**src/pllc_pkg.sv**
```systemverilog
// Summary of operation
// - Base clock is halved crystal or VCO
// - Crystal clock buffered into PLL reference
// - Crystal runs only while oscillator enabled
// - VCO divided modulo N for feedback
// - Final reference equals PLL reference frequency
// - Phase detector emits directional correction pulses
// - Lock detector sets filter mode, lock
// - Interrupt on entering or leaving lock
// - Acquisition/tracking switched automatically or manually
// - Registers decode at 0x1C, 0x1D, 0x1E
// - VCO centre equals L times 4.9152 MHz
// - Program register: N upper, L lower
// - N of zero acts as one
// - L of zero disables PLL selection
// - Switch waits three edges per source
`default_nettype none
package pllc_pkg;
    localparam int ADDR_W = 8;                              // Register address width
    localparam int DATA_W = 8;                              // Register data width
    // Register offsets
    localparam logic [7:0] PLL_CONTROL_ADDR            = 8'h1C;
    localparam logic [7:0] PLL_BANDWIDTH_CONTROL_ADDR  = 8'h1D;
    localparam logic [7:0] PLL_MULTIPLIER_PROGRAM_ADDR = 8'h1E;
    localparam logic [7:0] IRQ_STATUS_ADDR             = 8'h20;
    localparam logic [7:0] IRQ_MASK_ADDR               = 8'h21;
    // Control register fields
    localparam int CTL_FLAG_BIT   = 6;                      // Pending lock-change event, read only
    localparam int CTL_ON_BIT     = 5;                      // PLL on
    localparam int CTL_BCS_BIT    = 4;                      // Base clock select request
    localparam int CTL_VSEL_BIT   = 3;                      // VCO actually driving base clock, read only
    // Bandwidth control fields
    localparam int BW_AUTO_BIT    = 7;                      // Automatic bandwidth control
    localparam int BW_LOCK_BIT    = 6;                      // Lock indicator, read only
    localparam int BW_ACQ_BIT     = 5;                      // 1 = tracking, 0 = acquisition
    // Program register fields
    localparam int PROG_N_LSB     = 4;
    localparam int PROG_L_LSB     = 0;
    localparam int FIELD_W        = 4;
    // Interrupt status and mask fields
    localparam int ST_LOCK_BIT    = 0;                      // Lock state changed
    localparam int ST_SWITCH_BIT  = 1;                      // Base clock source switch completed
    localparam int ST_W           = 2;
    // Reset values
    localparam logic [7:0] CTL_RESET  = 8'h00;
    localparam logic [7:0] BW_RESET   = 8'h00;
    localparam logic [7:0] PROG_RESET = 8'h00;
    localparam logic [ST_W-1:0] MASK_RESET = 2'h0;
    // Nominal VCO centre frequency in Hz
    localparam logic [31:0] NOM_CENTRE_HZ = 32'h004B0000;
    // Lock detector defaults: window in reference edges, tolerances in feedback edges
    localparam int LOCK_WINDOW = 16;
    localparam int LOCK_TOL    = 1;
    localparam int UNLOCK_TOL  = 2;
    localparam int TRACK_TOL   = 2;
    localparam int UNTRACK_TOL = 4;
    // Edges of each source waited on a base clock change
    localparam logic [1:0] SWITCH_EDGES = 2'h3;

    // Register port request
    typedef struct packed {
        logic [ADDR_W-1:0] addr;
        logic [DATA_W-1:0] wrData;
        logic              wrStb;
        logic              rdStb;
    } pllc_bus_req_t;

    // Base clock selector states, Gray coded from SEL_RUN to SEL_WAIT_NEW; the return to SEL_RUN flips both bits
    typedef enum logic [1:0] {
        SEL_RUN      = 2'b00,
        SEL_WAIT_OLD = 2'b01,
        SEL_WAIT_NEW = 2'b11
    } pllc_sel_state_t;
endpackage : pllc_pkg
`default_nettype wire

```
**src/pllc_clock_gen.sv**
```systemverilog
`timescale 1ns/1ps
`default_nettype none
// Clock generator: reference path, PLL digital parts, base clock selector
module pllc_clock_gen #(
    parameter int LOCK_WIN  = pllc_pkg::LOCK_WINDOW,
    parameter int LOCK_TL   = pllc_pkg::LOCK_TOL,
    parameter int UNLOCK_TL = pllc_pkg::UNLOCK_TOL,
    parameter int TRACK_TL  = pllc_pkg::TRACK_TOL,
    parameter int UNTRACK_TL= pllc_pkg::UNTRACK_TOL
) (
    input  wire logic                    clk,
    input  wire logic                    rst_b,
    input  wire pllc_pkg::pllc_bus_req_t busReq,
    output logic [pllc_pkg::DATA_W-1:0]  rdData,
    input  wire logic                    oscillatorEnable,
    input  wire logic                    crystalAmpInput,
    input  wire logic                    vcoClock,
    output logic                         crystalAmpOutput,
    output logic                         crystalClock,
    output logic                         pllReferenceClock,
    output logic                         finalReferenceClock,
    output logic                         vcoFeedbackClock,
    output logic                         baseClockOut,
    output logic                         pumpUp,
    output logic                         pumpDown,
    output logic                         trackingMode,
    output logic                         pllLocked,
    output logic                         vcoEnable,
    output logic [31:0]                  vcoCentreHz,
    output logic                         clockGenInterrupt
);
    import pllc_pkg::*;

    localparam int CW = $clog2(LOCK_WIN) + 2;   // Counter width, room for overshoot

    // Parameter sanity
    if (LOCK_WIN < 2 || LOCK_TL > UNLOCK_TL || TRACK_TL > UNTRACK_TL || UNTRACK_TL >= LOCK_WIN)
    begin : gBadParams
        $error("pllc_clock_gen: unusable lock detector parameters");
    end

    // Register group
    logic [7:0]      ctl_q, ctl_d;          // Control register storage
    logic [7:0]      bw_q, bw_d;            // Bandwidth register storage
    logic [7:0]      prog_q, prog_d;        // Program register storage
    logic [ST_W-1:0] stat_q, stat_d;        // Sticky events
    logic [ST_W-1:0] mask_q, mask_d;        // Interrupt mask
    logic [7:0]      rdData_q, rdData_d;
    logic            irq_q, irq_d;
    logic [31:0]     centre_q, centre_d;
    // Clock path group
    logic            xtal_q, xtal_d;        // Gated crystal clock
    logic            ref_q, ref_d;          // Buffered reference
    logic            fref_q, fref_d;        // Final reference
    logic            vco_q, vco_d;          // Gated VCO level
    logic            xtalOut_q, xtalOut_d;  // Amplifier output
    logic            vcoEn_q, vcoEn_d;
    // Selector group
    pllc_sel_state_t sel_q, sel_d;
    logic [1:0]      eCnt_q, eCnt_d;        // Edges seen in the current wait
    logic            useVco_q, useVco_d;    // Source now driving base clock
    logic            base_q, base_d;
    // Phase and lock group
    logic            up_q, up_d, dn_q, dn_d;
    logic [CW-1:0]   refCnt_q, refCnt_d, fbCnt_q, fbCnt_d;
    logic            lockDet_q, lockDet_d, trkDet_q, trkDet_d;
    logic            lockBit_q, lockBit_d, trkBit_q, trkBit_d;

    // Shared decodes
    logic            pllRun, wantVco, xtalRise, vcoRise, refRise, fbRise, fbClk, isWr;
    logic [CW-1:0]   diff;

    // Address match on a write strobe
    function automatic logic wrHit(input pllc_bus_req_t r, input logic [7:0] a);
        wrHit = r.wrStb && (r.addr == a);
    endfunction : wrHit

    assign pllRun   = ctl_q[CTL_ON_BIT] && (prog_q[PROG_L_LSB +: FIELD_W] != '0);
    assign wantVco  = ctl_q[CTL_BCS_BIT] && pllRun;
    assign xtalRise = xtal_d && !xtal_q;
    assign vcoRise  = vco_d && !vco_q;
    assign refRise  = fref_d && !fref_q;
    assign isWr     = busReq.wrStb;

    // Feedback divider on the VCO edges
    pllc_mod_div #(
        .W         (FIELD_W)
    ) uFbDiv (
        .clk       (clk),
        .rst_b     (rst_b),
        .srcLevel  (vco_q),
        .srcRise   (vcoRise),
        .modulus   (prog_q[PROG_N_LSB +: FIELD_W]),
        .divClk_q  (fbClk),
        .divRise_q (fbRise)
    );

    // Clock path next values
    always_comb
    begin
        xtal_d    = oscillatorEnable && crystalAmpInput;
        xtalOut_d = oscillatorEnable && !crystalAmpInput;
        ref_d     = xtal_q;
        fref_d    = ref_q;
        vcoEn_d   = pllRun;
        vco_d     = vcoClock && pllRun;
    end

    // Clock path registers
    always_ff @(posedge clk or negedge rst_b)
    begin
        if (!rst_b)
        begin
            xtal_q    <= 1'b0;
            xtalOut_q <= 1'b0;
            ref_q     <= 1'b0;
            fref_q    <= 1'b0;
            vcoEn_q   <= 1'b0;
            vco_q     <= 1'b0;
        end
        else
        begin
            xtal_q    <= xtal_d;
            xtalOut_q <= xtalOut_d;
            ref_q     <= ref_d;
            fref_q    <= fref_d;
            vcoEn_q   <= vcoEn_d;
            vco_q     <= vco_d;
        end
    end

    // Base clock selector next values
    always_comb
    begin
        sel_d    = sel_q;
        eCnt_d   = eCnt_q;
        useVco_d = useVco_q;
        base_d   = base_q;
        unique case (sel_q)
            SEL_RUN:
            begin
                // Halve the active source on its rising edge
                if (useVco_q ? vcoRise : xtalRise)
                    base_d = !base_q;
                if (wantVco != useVco_q)
                begin
                    sel_d  = SEL_WAIT_OLD;
                    eCnt_d = '0;
                end
            end
            SEL_WAIT_OLD:
            begin
                // Output held; a stopped old source is not waited for
                if (wantVco == useVco_q)
                    sel_d = SEL_RUN;
                else if (eCnt_q == SWITCH_EDGES || (useVco_q ? !pllRun : !oscillatorEnable))
                begin
                    sel_d  = SEL_WAIT_NEW;
                    eCnt_d = '0;
                end
                else if (useVco_q ? vcoRise : xtalRise)
                    eCnt_d = eCnt_q + 2'h1;
            end
            SEL_WAIT_NEW:
            begin
                if (wantVco == useVco_q)
                    sel_d = SEL_RUN;
                else if (eCnt_q == SWITCH_EDGES)
                begin
                    sel_d    = SEL_RUN;
                    useVco_d = wantVco;
                end
                else if (wantVco ? vcoRise : xtalRise)
                    eCnt_d = eCnt_q + 2'h1;
            end
            default:
                sel_d = SEL_RUN;                           // Unused code
        endcase
    end

    // Base clock selector registers
    always_ff @(posedge clk or negedge rst_b)
    begin
        if (!rst_b)
        begin
            sel_q    <= SEL_RUN;
            eCnt_q   <= '0;
            useVco_q <= 1'b0;
            base_q   <= 1'b0;
        end
        else
        begin
            sel_q    <= sel_d;
            eCnt_q   <= eCnt_d;
            useVco_q <= useVco_d;
            base_q   <= base_d;
        end
    end

    // Phase detector and lock detector next values
    always_comb
    begin
        // Tri-state style detector: both up means reset both
        if (up_q && dn_q)
        begin
            up_d = 1'b0;
            dn_d = 1'b0;
        end
        else
        begin
            up_d = (up_q || refRise) && pllRun;
            dn_d = (dn_q || fbRise) && pllRun;
        end
        refCnt_d  = refCnt_q;
        fbCnt_d   = (fbRise && !(&fbCnt_q)) ? fbCnt_q + CW'(1) : fbCnt_q;
        lockDet_d = lockDet_q;
        trkDet_d  = trkDet_q;
        diff      = (fbCnt_q > CW'(LOCK_WIN)) ? fbCnt_q - CW'(LOCK_WIN) : CW'(LOCK_WIN) - fbCnt_q;
        // Compare feedback edges against a window of reference edges
        if (refRise)
        begin
            if (refCnt_q == CW'(LOCK_WIN - 1))
            begin
                refCnt_d = '0;
                fbCnt_d  = '0;
                if (diff <= CW'(LOCK_TL))
                    lockDet_d = 1'b1;
                else if (diff > CW'(UNLOCK_TL))
                    lockDet_d = 1'b0;
                if (diff <= CW'(TRACK_TL))
                    trkDet_d = 1'b1;
                else if (diff > CW'(UNTRACK_TL))
                    trkDet_d = 1'b0;
            end
            else
                refCnt_d = refCnt_q + CW'(1);
        end
        if (!pllRun)
        begin
            refCnt_d  = '0;
            fbCnt_d   = '0;
            lockDet_d = 1'b0;
            trkDet_d  = 1'b0;
        end
        // Manual mode: lock bit disabled, filter follows software
        lockBit_d = bw_q[BW_AUTO_BIT] && lockDet_d;
        trkBit_d  = bw_q[BW_AUTO_BIT] ? trkDet_d : bw_q[BW_ACQ_BIT];
    end

    // Phase detector and lock detector registers
    always_ff @(posedge clk or negedge rst_b)
    begin
        if (!rst_b)
        begin
            up_q      <= 1'b0;
            dn_q      <= 1'b0;
            refCnt_q  <= '0;
            fbCnt_q   <= '0;
            lockDet_q <= 1'b0;
            trkDet_q  <= 1'b0;
            lockBit_q <= 1'b0;
            trkBit_q  <= 1'b0;
        end
        else
        begin
            up_q      <= up_d;
            dn_q      <= dn_d;
            refCnt_q  <= refCnt_d;
            fbCnt_q   <= fbCnt_d;
            lockDet_q <= lockDet_d;
            trkDet_q  <= trkDet_d;
            lockBit_q <= lockBit_d;
            trkBit_q  <= trkBit_d;
        end
    end

    // Register file next values
    always_comb
    begin
        logic [ST_W-1:0] ev;
        ev       = '0;
        ctl_d    = ctl_q;
        bw_d     = bw_q;
        prog_d   = prog_q;
        mask_d   = mask_q;
        rdData_d = '0;
        if (wrHit(busReq, PLL_CONTROL_ADDR))
        begin
            ctl_d[CTL_ON_BIT]  = busReq.wrData[CTL_ON_BIT];
            ctl_d[CTL_BCS_BIT] = busReq.wrData[CTL_BCS_BIT];
        end
        if (wrHit(busReq, PLL_BANDWIDTH_CONTROL_ADDR))
        begin
            bw_d[BW_AUTO_BIT] = busReq.wrData[BW_AUTO_BIT];
            bw_d[BW_ACQ_BIT]  = busReq.wrData[BW_ACQ_BIT]; // Steers filter only in manual mode
        end
        if (wrHit(busReq, PLL_MULTIPLIER_PROGRAM_ADDR))
            prog_d = busReq.wrData;
        if (wrHit(busReq, IRQ_MASK_ADDR))
            mask_d = busReq.wrData[ST_W-1:0];
        // Events: lock change in automatic mode, completed source switch
        ev[ST_LOCK_BIT]   = bw_q[BW_AUTO_BIT] && (lockBit_d != lockBit_q);
        ev[ST_SWITCH_BIT] = (sel_q == SEL_WAIT_NEW) && (sel_d == SEL_RUN) && (useVco_d != useVco_q);
        // Write-one-to-clear; a new event wins over the clear
        stat_d = stat_q;
        if (wrHit(busReq, IRQ_STATUS_ADDR))
            stat_d = stat_q & ~busReq.wrData[ST_W-1:0];
        stat_d = stat_d | ev;
        irq_d  = |(stat_d & mask_d);
        centre_d = 32'(prog_d[PROG_L_LSB +: FIELD_W]) * NOM_CENTRE_HZ;
        // Read mux, data valid in the following cycle only
        if (busReq.rdStb && !isWr)
        begin
            unique case (busReq.addr)
                PLL_CONTROL_ADDR:
                begin
                    rdData_d                = ctl_q;
                    rdData_d[CTL_FLAG_BIT]  = stat_q[ST_LOCK_BIT];
                    rdData_d[CTL_VSEL_BIT]  = useVco_q;
                end
                PLL_BANDWIDTH_CONTROL_ADDR:
                begin
                    rdData_d               = bw_q;
                    rdData_d[BW_LOCK_BIT]  = lockBit_q;
                    rdData_d[BW_ACQ_BIT]   = trkBit_q;
                end
                PLL_MULTIPLIER_PROGRAM_ADDR: rdData_d = prog_q;
                IRQ_STATUS_ADDR:             rdData_d = 8'(stat_q);
                IRQ_MASK_ADDR:               rdData_d = 8'(mask_q);
                default:                     rdData_d = 8'h00; // Unmapped reads zero
            endcase
        end
    end

    // Register file registers
    always_ff @(posedge clk or negedge rst_b)
    begin
        if (!rst_b)
        begin
            ctl_q    <= CTL_RESET;
            bw_q     <= BW_RESET;
            prog_q   <= PROG_RESET;
            stat_q   <= '0;
            mask_q   <= MASK_RESET;
            rdData_q <= 8'h00;
            irq_q    <= 1'b0;
            centre_q <= 32'h0000_0000;
        end
        else
        begin
            ctl_q    <= ctl_d;
            bw_q     <= bw_d;
            prog_q   <= prog_d;
            stat_q   <= stat_d;
            mask_q   <= mask_d;
            rdData_q <= rdData_d;
            irq_q    <= irq_d;
            centre_q <= centre_d;
        end
    end

    // Outputs, all from flip-flops
    assign rdData              = rdData_q;
    assign crystalAmpOutput    = xtalOut_q;
    assign crystalClock        = xtal_q;
    assign pllReferenceClock   = ref_q;
    assign finalReferenceClock = fref_q;
    assign vcoFeedbackClock    = fbClk;
    assign baseClockOut        = base_q;
    assign pumpUp              = up_q;
    assign pumpDown            = dn_q;
    assign trackingMode        = trkBit_q;
    assign pllLocked           = lockBit_q;
    assign vcoEnable           = vcoEn_q;
    assign vcoCentreHz         = centre_q;
    assign clockGenInterrupt   = irq_q;
endmodule : pllc_clock_gen
`default_nettype wire

```
**src/pllc_mod_div.sv**
```systemverilog
`timescale 1ns/1ps
`default_nettype none
// Modulo divider: one output edge train per N input rising edges
module pllc_mod_div #(
    parameter int W = 4
) (
    input  wire logic         clk,
    input  wire logic         rst_b,
    input  wire logic         srcLevel,   // Sampled source clock level
    input  wire logic         srcRise,    // Source rising edge, one cycle
    input  wire logic [W-1:0] modulus,    // Divide factor; zero acts as one
    output logic              divClk_q,   // Divided clock level
    output logic              divRise_q   // Divided clock rising edge, one cycle
);
    logic [W-1:0] cnt_q, cnt_d;           // Source edges since last wrap
    logic [W-1:0] modEff;                 // Effective modulus
    logic         divClk_d, divRise_d;

    // Next count and divided level
    always_comb
    begin
        modEff    = (modulus == '0) ? W'(1) : modulus;
        cnt_d     = cnt_q;
        divRise_d = 1'b0;
        if (srcRise)
        begin
            cnt_d     = (cnt_q >= modEff - W'(1)) ? '0 : cnt_q + W'(1);
            divRise_d = (cnt_d == '0);
        end
        // Divide by one follows the source itself, else high for the first half
        if (modEff == W'(1))
            divClk_d = srcLevel;
        else
            divClk_d = ({1'b0, cnt_d} < (({1'b0, modEff} + (W+1)'(1)) >> 1)); // Widened: top modulus must not wrap
    end

    // State registers
    always_ff @(posedge clk or negedge rst_b)
    begin
        if (!rst_b)
        begin
            cnt_q     <= '0;
            divClk_q  <= 1'b0;
            divRise_q <= 1'b0;
        end
        else
        begin
            cnt_q     <= cnt_d;
            divClk_q  <= divClk_d;
            divRise_q <= divRise_d;
        end
    end
endmodule : pllc_mod_div
`default_nettype wire

```
**config.mk**
```make
export PLATFORM = sky130hd
export DESIGN_NAME = pllc_clock_gen
export DESIGN_NICKNAME = d
export VERILOG_FILES = /design/src/pllc_pkg.sv /design/src/pllc_clock_gen.sv /design/src/pllc_mod_div.sv
export SDC_FILE = /design/constraint.sdc
export NUM_CORES = 1
export LEC_CHECK = 0
export ABC_CLOCK_PERIOD_IN_PS = 5800
export BUFFER_PORTS_ARGS = -buffer_cell sky130_fd_sc_hd__buf_2
export CAP_MARGIN = 0
export CORE_ASPECT_RATIO = 0.5
export CORE_MARGIN = 4
export CORE_UTILIZATION = 50
export CTS_BUF_LIST = sky130_fd_sc_hd__clkbuf_2 sky130_fd_sc_hd__clkbuf_4 sky130_fd_sc_hd__clkbuf_8
export DETAILED_ROUTE_END_ITERATION = 16
export HOLD_SLACK_MARGIN = 0.08
export MAX_ROUTING_LAYER = met4
export PLACE_DENSITY = 0.73
export SLEW_MARGIN = 20
export SYNTH_ARGS = -nofsm -noshare
export SYNTH_HDL_FRONTEND = slang
export SYNTH_SLANG_ARGS = --single-unit
```
**constraint.sdc**
```tcl
create_clock -name clk -period 5.8 [get_ports clk]
set_input_delay 0 -clock clk [delete_from_list [all_inputs] [get_ports clk]]
set_output_delay 0 -clock clk [all_outputs]
set_load 0.01 [all_outputs]
```
==> results.py <==
metrics = {
    "die": {
        "die_h_um": 72.5,
        "number_of_standard_cell_rows_in_the_floorplan": 23,
        "placeableCoreArea_um2": 8060,
        "pin_count": 75,
        "die_width_um": 137,
        "die_area_um2": 9930,
        "floorplan.initialDensity_pct": 51.6,
    },
    "sta": {
        "post_route_minimum_period_ps": 3610,
        "setup_viol": 0,
        "finalHoldViolations": 0,
        "clock-skew-final_ps": 8.89,
        "setup_repair_after_global_routing_missed_its_margin": "false",
        "timing_worst_slew_pin_value_ps": 896,
        "max_freq_ghz": 0.277,
        "fin_tns_setup_ps": 0,
        "final-max-slew-violation-count": 0,
        "worst_slack_ps": 2190,
        "slew_headroom_pct": 40.3,
        "fin_crit_sh_pct": 62.2,
    },
    "global_route": {
        "number_of_antenna_violations_at_the_first_check_in_global_routing": 0,
        "grt_first_pass_wirelength_um": 14600,
        "grt_use_total_pct": 19.4,
        "grt_max_degree": 72,
        "grt_pass1_vias": 2998,
        "globalRouteOverflowTotal": 0,
    },
    "clock_tree": {
        "tritoncts_buffer_count": 9,
        "root_driver": "sky130_fd_sc_hd__clkbuf_8",
        "cts.repair.resized": 0,
        "tritoncts": "yes",
        "tritoncts_sinks": 71,
        "clock_insertion_delay_worst_skew_ps": 350,
        "clkTransAtPathRegs_ps": 70,
        "clock_tree.buffer_depth": 2,
        "cts_max_level": 3,
    },
    "synth": {
        "avgSynthCellArea_um2": 10.2,
        "synth_top_area_share_pct": 42.7,
        "synth_area_leader_cell": "sky130_fd_sc_hd__dfrtp_1",
        "asyncSetResetFlopFracSynth_pct": 100,
        "synth_area_um2": 4160,
        "seq_area_frac_synth_pct": 42.7,
        "yosys.cell_types.count": 65,
        "synth.ff_latch_count": 71,
        "number_of_synthesized_flops_with_an_enable_pin": 0,
        "most_used_dff_post_synth": "sky130_fd_sc_hd__dfrtp_1",
        "synth.yosys.warnings": 0,
        "post_synth_inst_count": 408,
        "synthTopCellsByArea": "sky130_fd_sc_hd__dfrtp_1 (43%), sky130_fd_sc_hd__ha_1 (9.3%), sky130_fd_sc_hd__buf_4 (4.0%)",
    },
    "layout": {
        "most_frequent_cells_in_the_layout": "sky130_fd_sc_hd__dfrtp_1 (71), sky130_fd_sc_hd__buf_2 (53), sky130_fd_sc_hd__nor2_1 (37)",
        "post_route_cells_drive_above_1_share_pct": 21.3,
        "diodes": 0,
        "mostFrequentLayoutCell": "sky130_fd_sc_hd__dfrtp_1",
        "flow.area_growth_from_synthesis_pct": 16.4,
        "finish.net_count": 530,
    },
    "worst_setup_path": {
        "critical_path.slowest_cell": "sky130_fd_sc_hd__dfrtp_1",
        "timing.critical_path.fanout_max": 9,
        "worst_ep_required_time_ps": 6070,
        "critical_path.cell_chain": "nor3_1 > or2_2 > ha_1 > ha_1 > a21o_1 > a21o_1 > a21o_1 > o21ai_0 > ha_1 > o21ai_0 > nor2_1 > a211oi_1 > o41ai_1 > a31oi_1",
        "timing.critical_path.slowest_cell_delay_ps": 530,
        "critPathKind": "reg2reg",
        "cp_data_arrival_time_ps": 3880,
        "cp_num_buf_inv": 0,
        "timing.critical_path.to_type": "flop",
        "type_of_origin_of_the_critical_path": "flop",
        "worst_setup_path_startpoint": "prog_q[6]$_DFFE_PN0P_",
        "worst-r2r-setup-slack_ps": 2190,
        "critical_path.top_delay_family": "compound AO/OA/AOI/OAI gates",
        "reg2reg_start": "prog_q[6]$_DFFE_PN0P_",
    },
    "worst_hold_path": {
        "hold_class": "in2reg",
        "worst_hold_startpoint": "busReq[12]",
    },
    "pwr": {
        "ir_worst_vdd_uv": 166,
        "cellLeakagePower_uw": 0.00239,
        "powerDensity_nw_per_um2": 241,
        "totalPowerFinal_uw": 1170,
    },
    "placement": {
        "hpwlAfterDp_um": 6040,
        "port-buffer-count": 53,
        "pre_cts_ws_ps": 1910,
        "routabilityCongestion": 0.782,
    },
    "job": {
        "cap_viol_max_count": 0,
    },
    "drt": {
        "route.detailed.drc": 0,
        "detailedRoute.firstPassIterationCount": 4,
        "routed_wire_length_per_instance_um": 14.1,
        "routed_wl_um": 8360,
        "final_antenna_net_count": 0,
        "drtIter0Drc": 163,
        "via_per_inst": 5.20,
        "vias": 3080,
    },
    "status": {
        "result_of_the_run": "finished clean",
    },
}
[report_power, final]
| part | switching, µW | internal (µW) |
|---|---|---|
| logic | 80.6 | 63.7 |
| registers | 18.0 | 516 |
| clock network | 179 | 312 |
[per-layer routing]
metal,up-vias,routed length [µm],track usage (%)
met1,1481,4050,25.7
met3,7,431,6.02
met2,65,3800,29.2
li1,1527,-,-
met4,0,72,5.09
met5,-,0,-
[repair_timing]
| action | in CTS | in global routing |
|---|---|---|
| buffers inserted | 0 | 0 |
| hold endpoints to repair | 97 | 0 |
| hold buffers | 17 | 0 |
[synthesized netlist by cell type, types with 3 or more instances]
| cell type | n |
|---|---|
| sky130_fd_sc_hd__a211oi_1 | 3 |
| sky130_fd_sc_hd__a21o_1 | 5 |
| sky130_fd_sc_hd__a21oi_1 | 17 |
| sky130_fd_sc_hd__a31oi_1 | 3 |
| sky130_fd_sc_hd__and2_1 | 3 |
| sky130_fd_sc_hd__buf_2 | 3 |
| sky130_fd_sc_hd__buf_4 | 22 |
| sky130_fd_sc_hd__clkbuf_1 | 9 |
| sky130_fd_sc_hd__dfrtp_1 | 71 |
| sky130_fd_sc_hd__ha_1 | 31 |
| sky130_fd_sc_hd__inv_1 | 19 |
| sky130_fd_sc_hd__mux2_2 | 14 |
| sky130_fd_sc_hd__mux2i_1 | 10 |
| sky130_fd_sc_hd__nand2_1 | 25 |
| sky130_fd_sc_hd__nand2b_1 | 9 |
| sky130_fd_sc_hd__nand3_1 | 6 |
| sky130_fd_sc_hd__nand4_1 | 4 |
| sky130_fd_sc_hd__nor2_1 | 37 |
| sky130_fd_sc_hd__nor2b_1 | 7 |
| sky130_fd_sc_hd__nor3_1 | 11 |
| sky130_fd_sc_hd__nor4_1 | 3 |
| sky130_fd_sc_hd__nor4b_1 | 4 |
| sky130_fd_sc_hd__o21a_1 | 3 |
| sky130_fd_sc_hd__o21ai_0 | 14 |
| sky130_fd_sc_hd__o31ai_1 | 3 |
| sky130_fd_sc_hd__or2_2 | 6 |
| sky130_fd_sc_hd__xnor2_1 | 12 |
| sky130_fd_sc_hd__xor2_1 | 9 |
[registers in the layout (all words and copies together) (netlist names), 2 cells and up]
signal	flops
ctl_q	2
vcoCentreHz	11
sel_q	2
mask_q	2
fbCnt_q	6
stat_q	2
eCnt_q	2
bw_q	2
prog_q	7
refCnt_q	6
rdData	8
uFbDiv.cnt_q	4
[worst paths after layout]
check,endpoint,cells after the start
max,uFbDiv.divClk_q$_DFF_PN0_,14
min in group asynchronous,refCnt_q[1]$_DFFE_PN0P_,3
max in group asynchronous,vcoCentreHz[17]$_DFF_PN0_,3
min,rdData[4]$_DFF_PN0_,3
max reg2reg,uFbDiv.divClk_q$_DFF_PN0_,14
min reg2reg,finalReferenceClock$_DFF_PN0_,0
[layout make-up]
| type | instances | area (µm²) |
|---|---|---|
| flip-flops and latches | 71 | 1780 |
| repair buffers | 71 | 443 |
| fillers | 678 | 3220 |
| inverters | 20 | 75.1 |
| clock buffers | 13 | 160 |
| well taps | 112 | 140 |
| clock inverters | 3 | 90.1 |
| multi-input cells | 302 | 2160 |
[cells by family after synthesis]
group / Yosys count / share of synthesized area, %
and+or+nand+nor: 130 / 16.7
muxes: 26 / 6.92
buffers and inverters: 55 / 7.22
xor gates and xnor gates: 21 / 4.42
AOI/OAI and AO/OA: 72 / 12.2
DFF: 71 / 42.7
other: 1 / 0.0902
adders and majority gates: 32 / 9.81
[tightest hold or removal path: stages]
cell                      delay (ps)
sky130_fd_sc_hd__buf_2           100
sky130_fd_sc_hd__nand3_1         200
sky130_fd_sc_hd__nor4_1          110
[through the flow]
stage | cells | instance area, µm² | utilization [%] | hold slack [ps]
floorplan | 428 | 4230 | - | -296
global placement | 559 | 4420 | 54.9 | 189
detailed placement | 559 | 4420 | 54.9 | 193
CTS | 592 | 4840 | 60.1 | 84.0
global route | 592 | 4840 | 60.1 | 124
finish | 592 | 4840 | 60.1 | 104
Note: power is estimated with default switching activity, not from simulation.
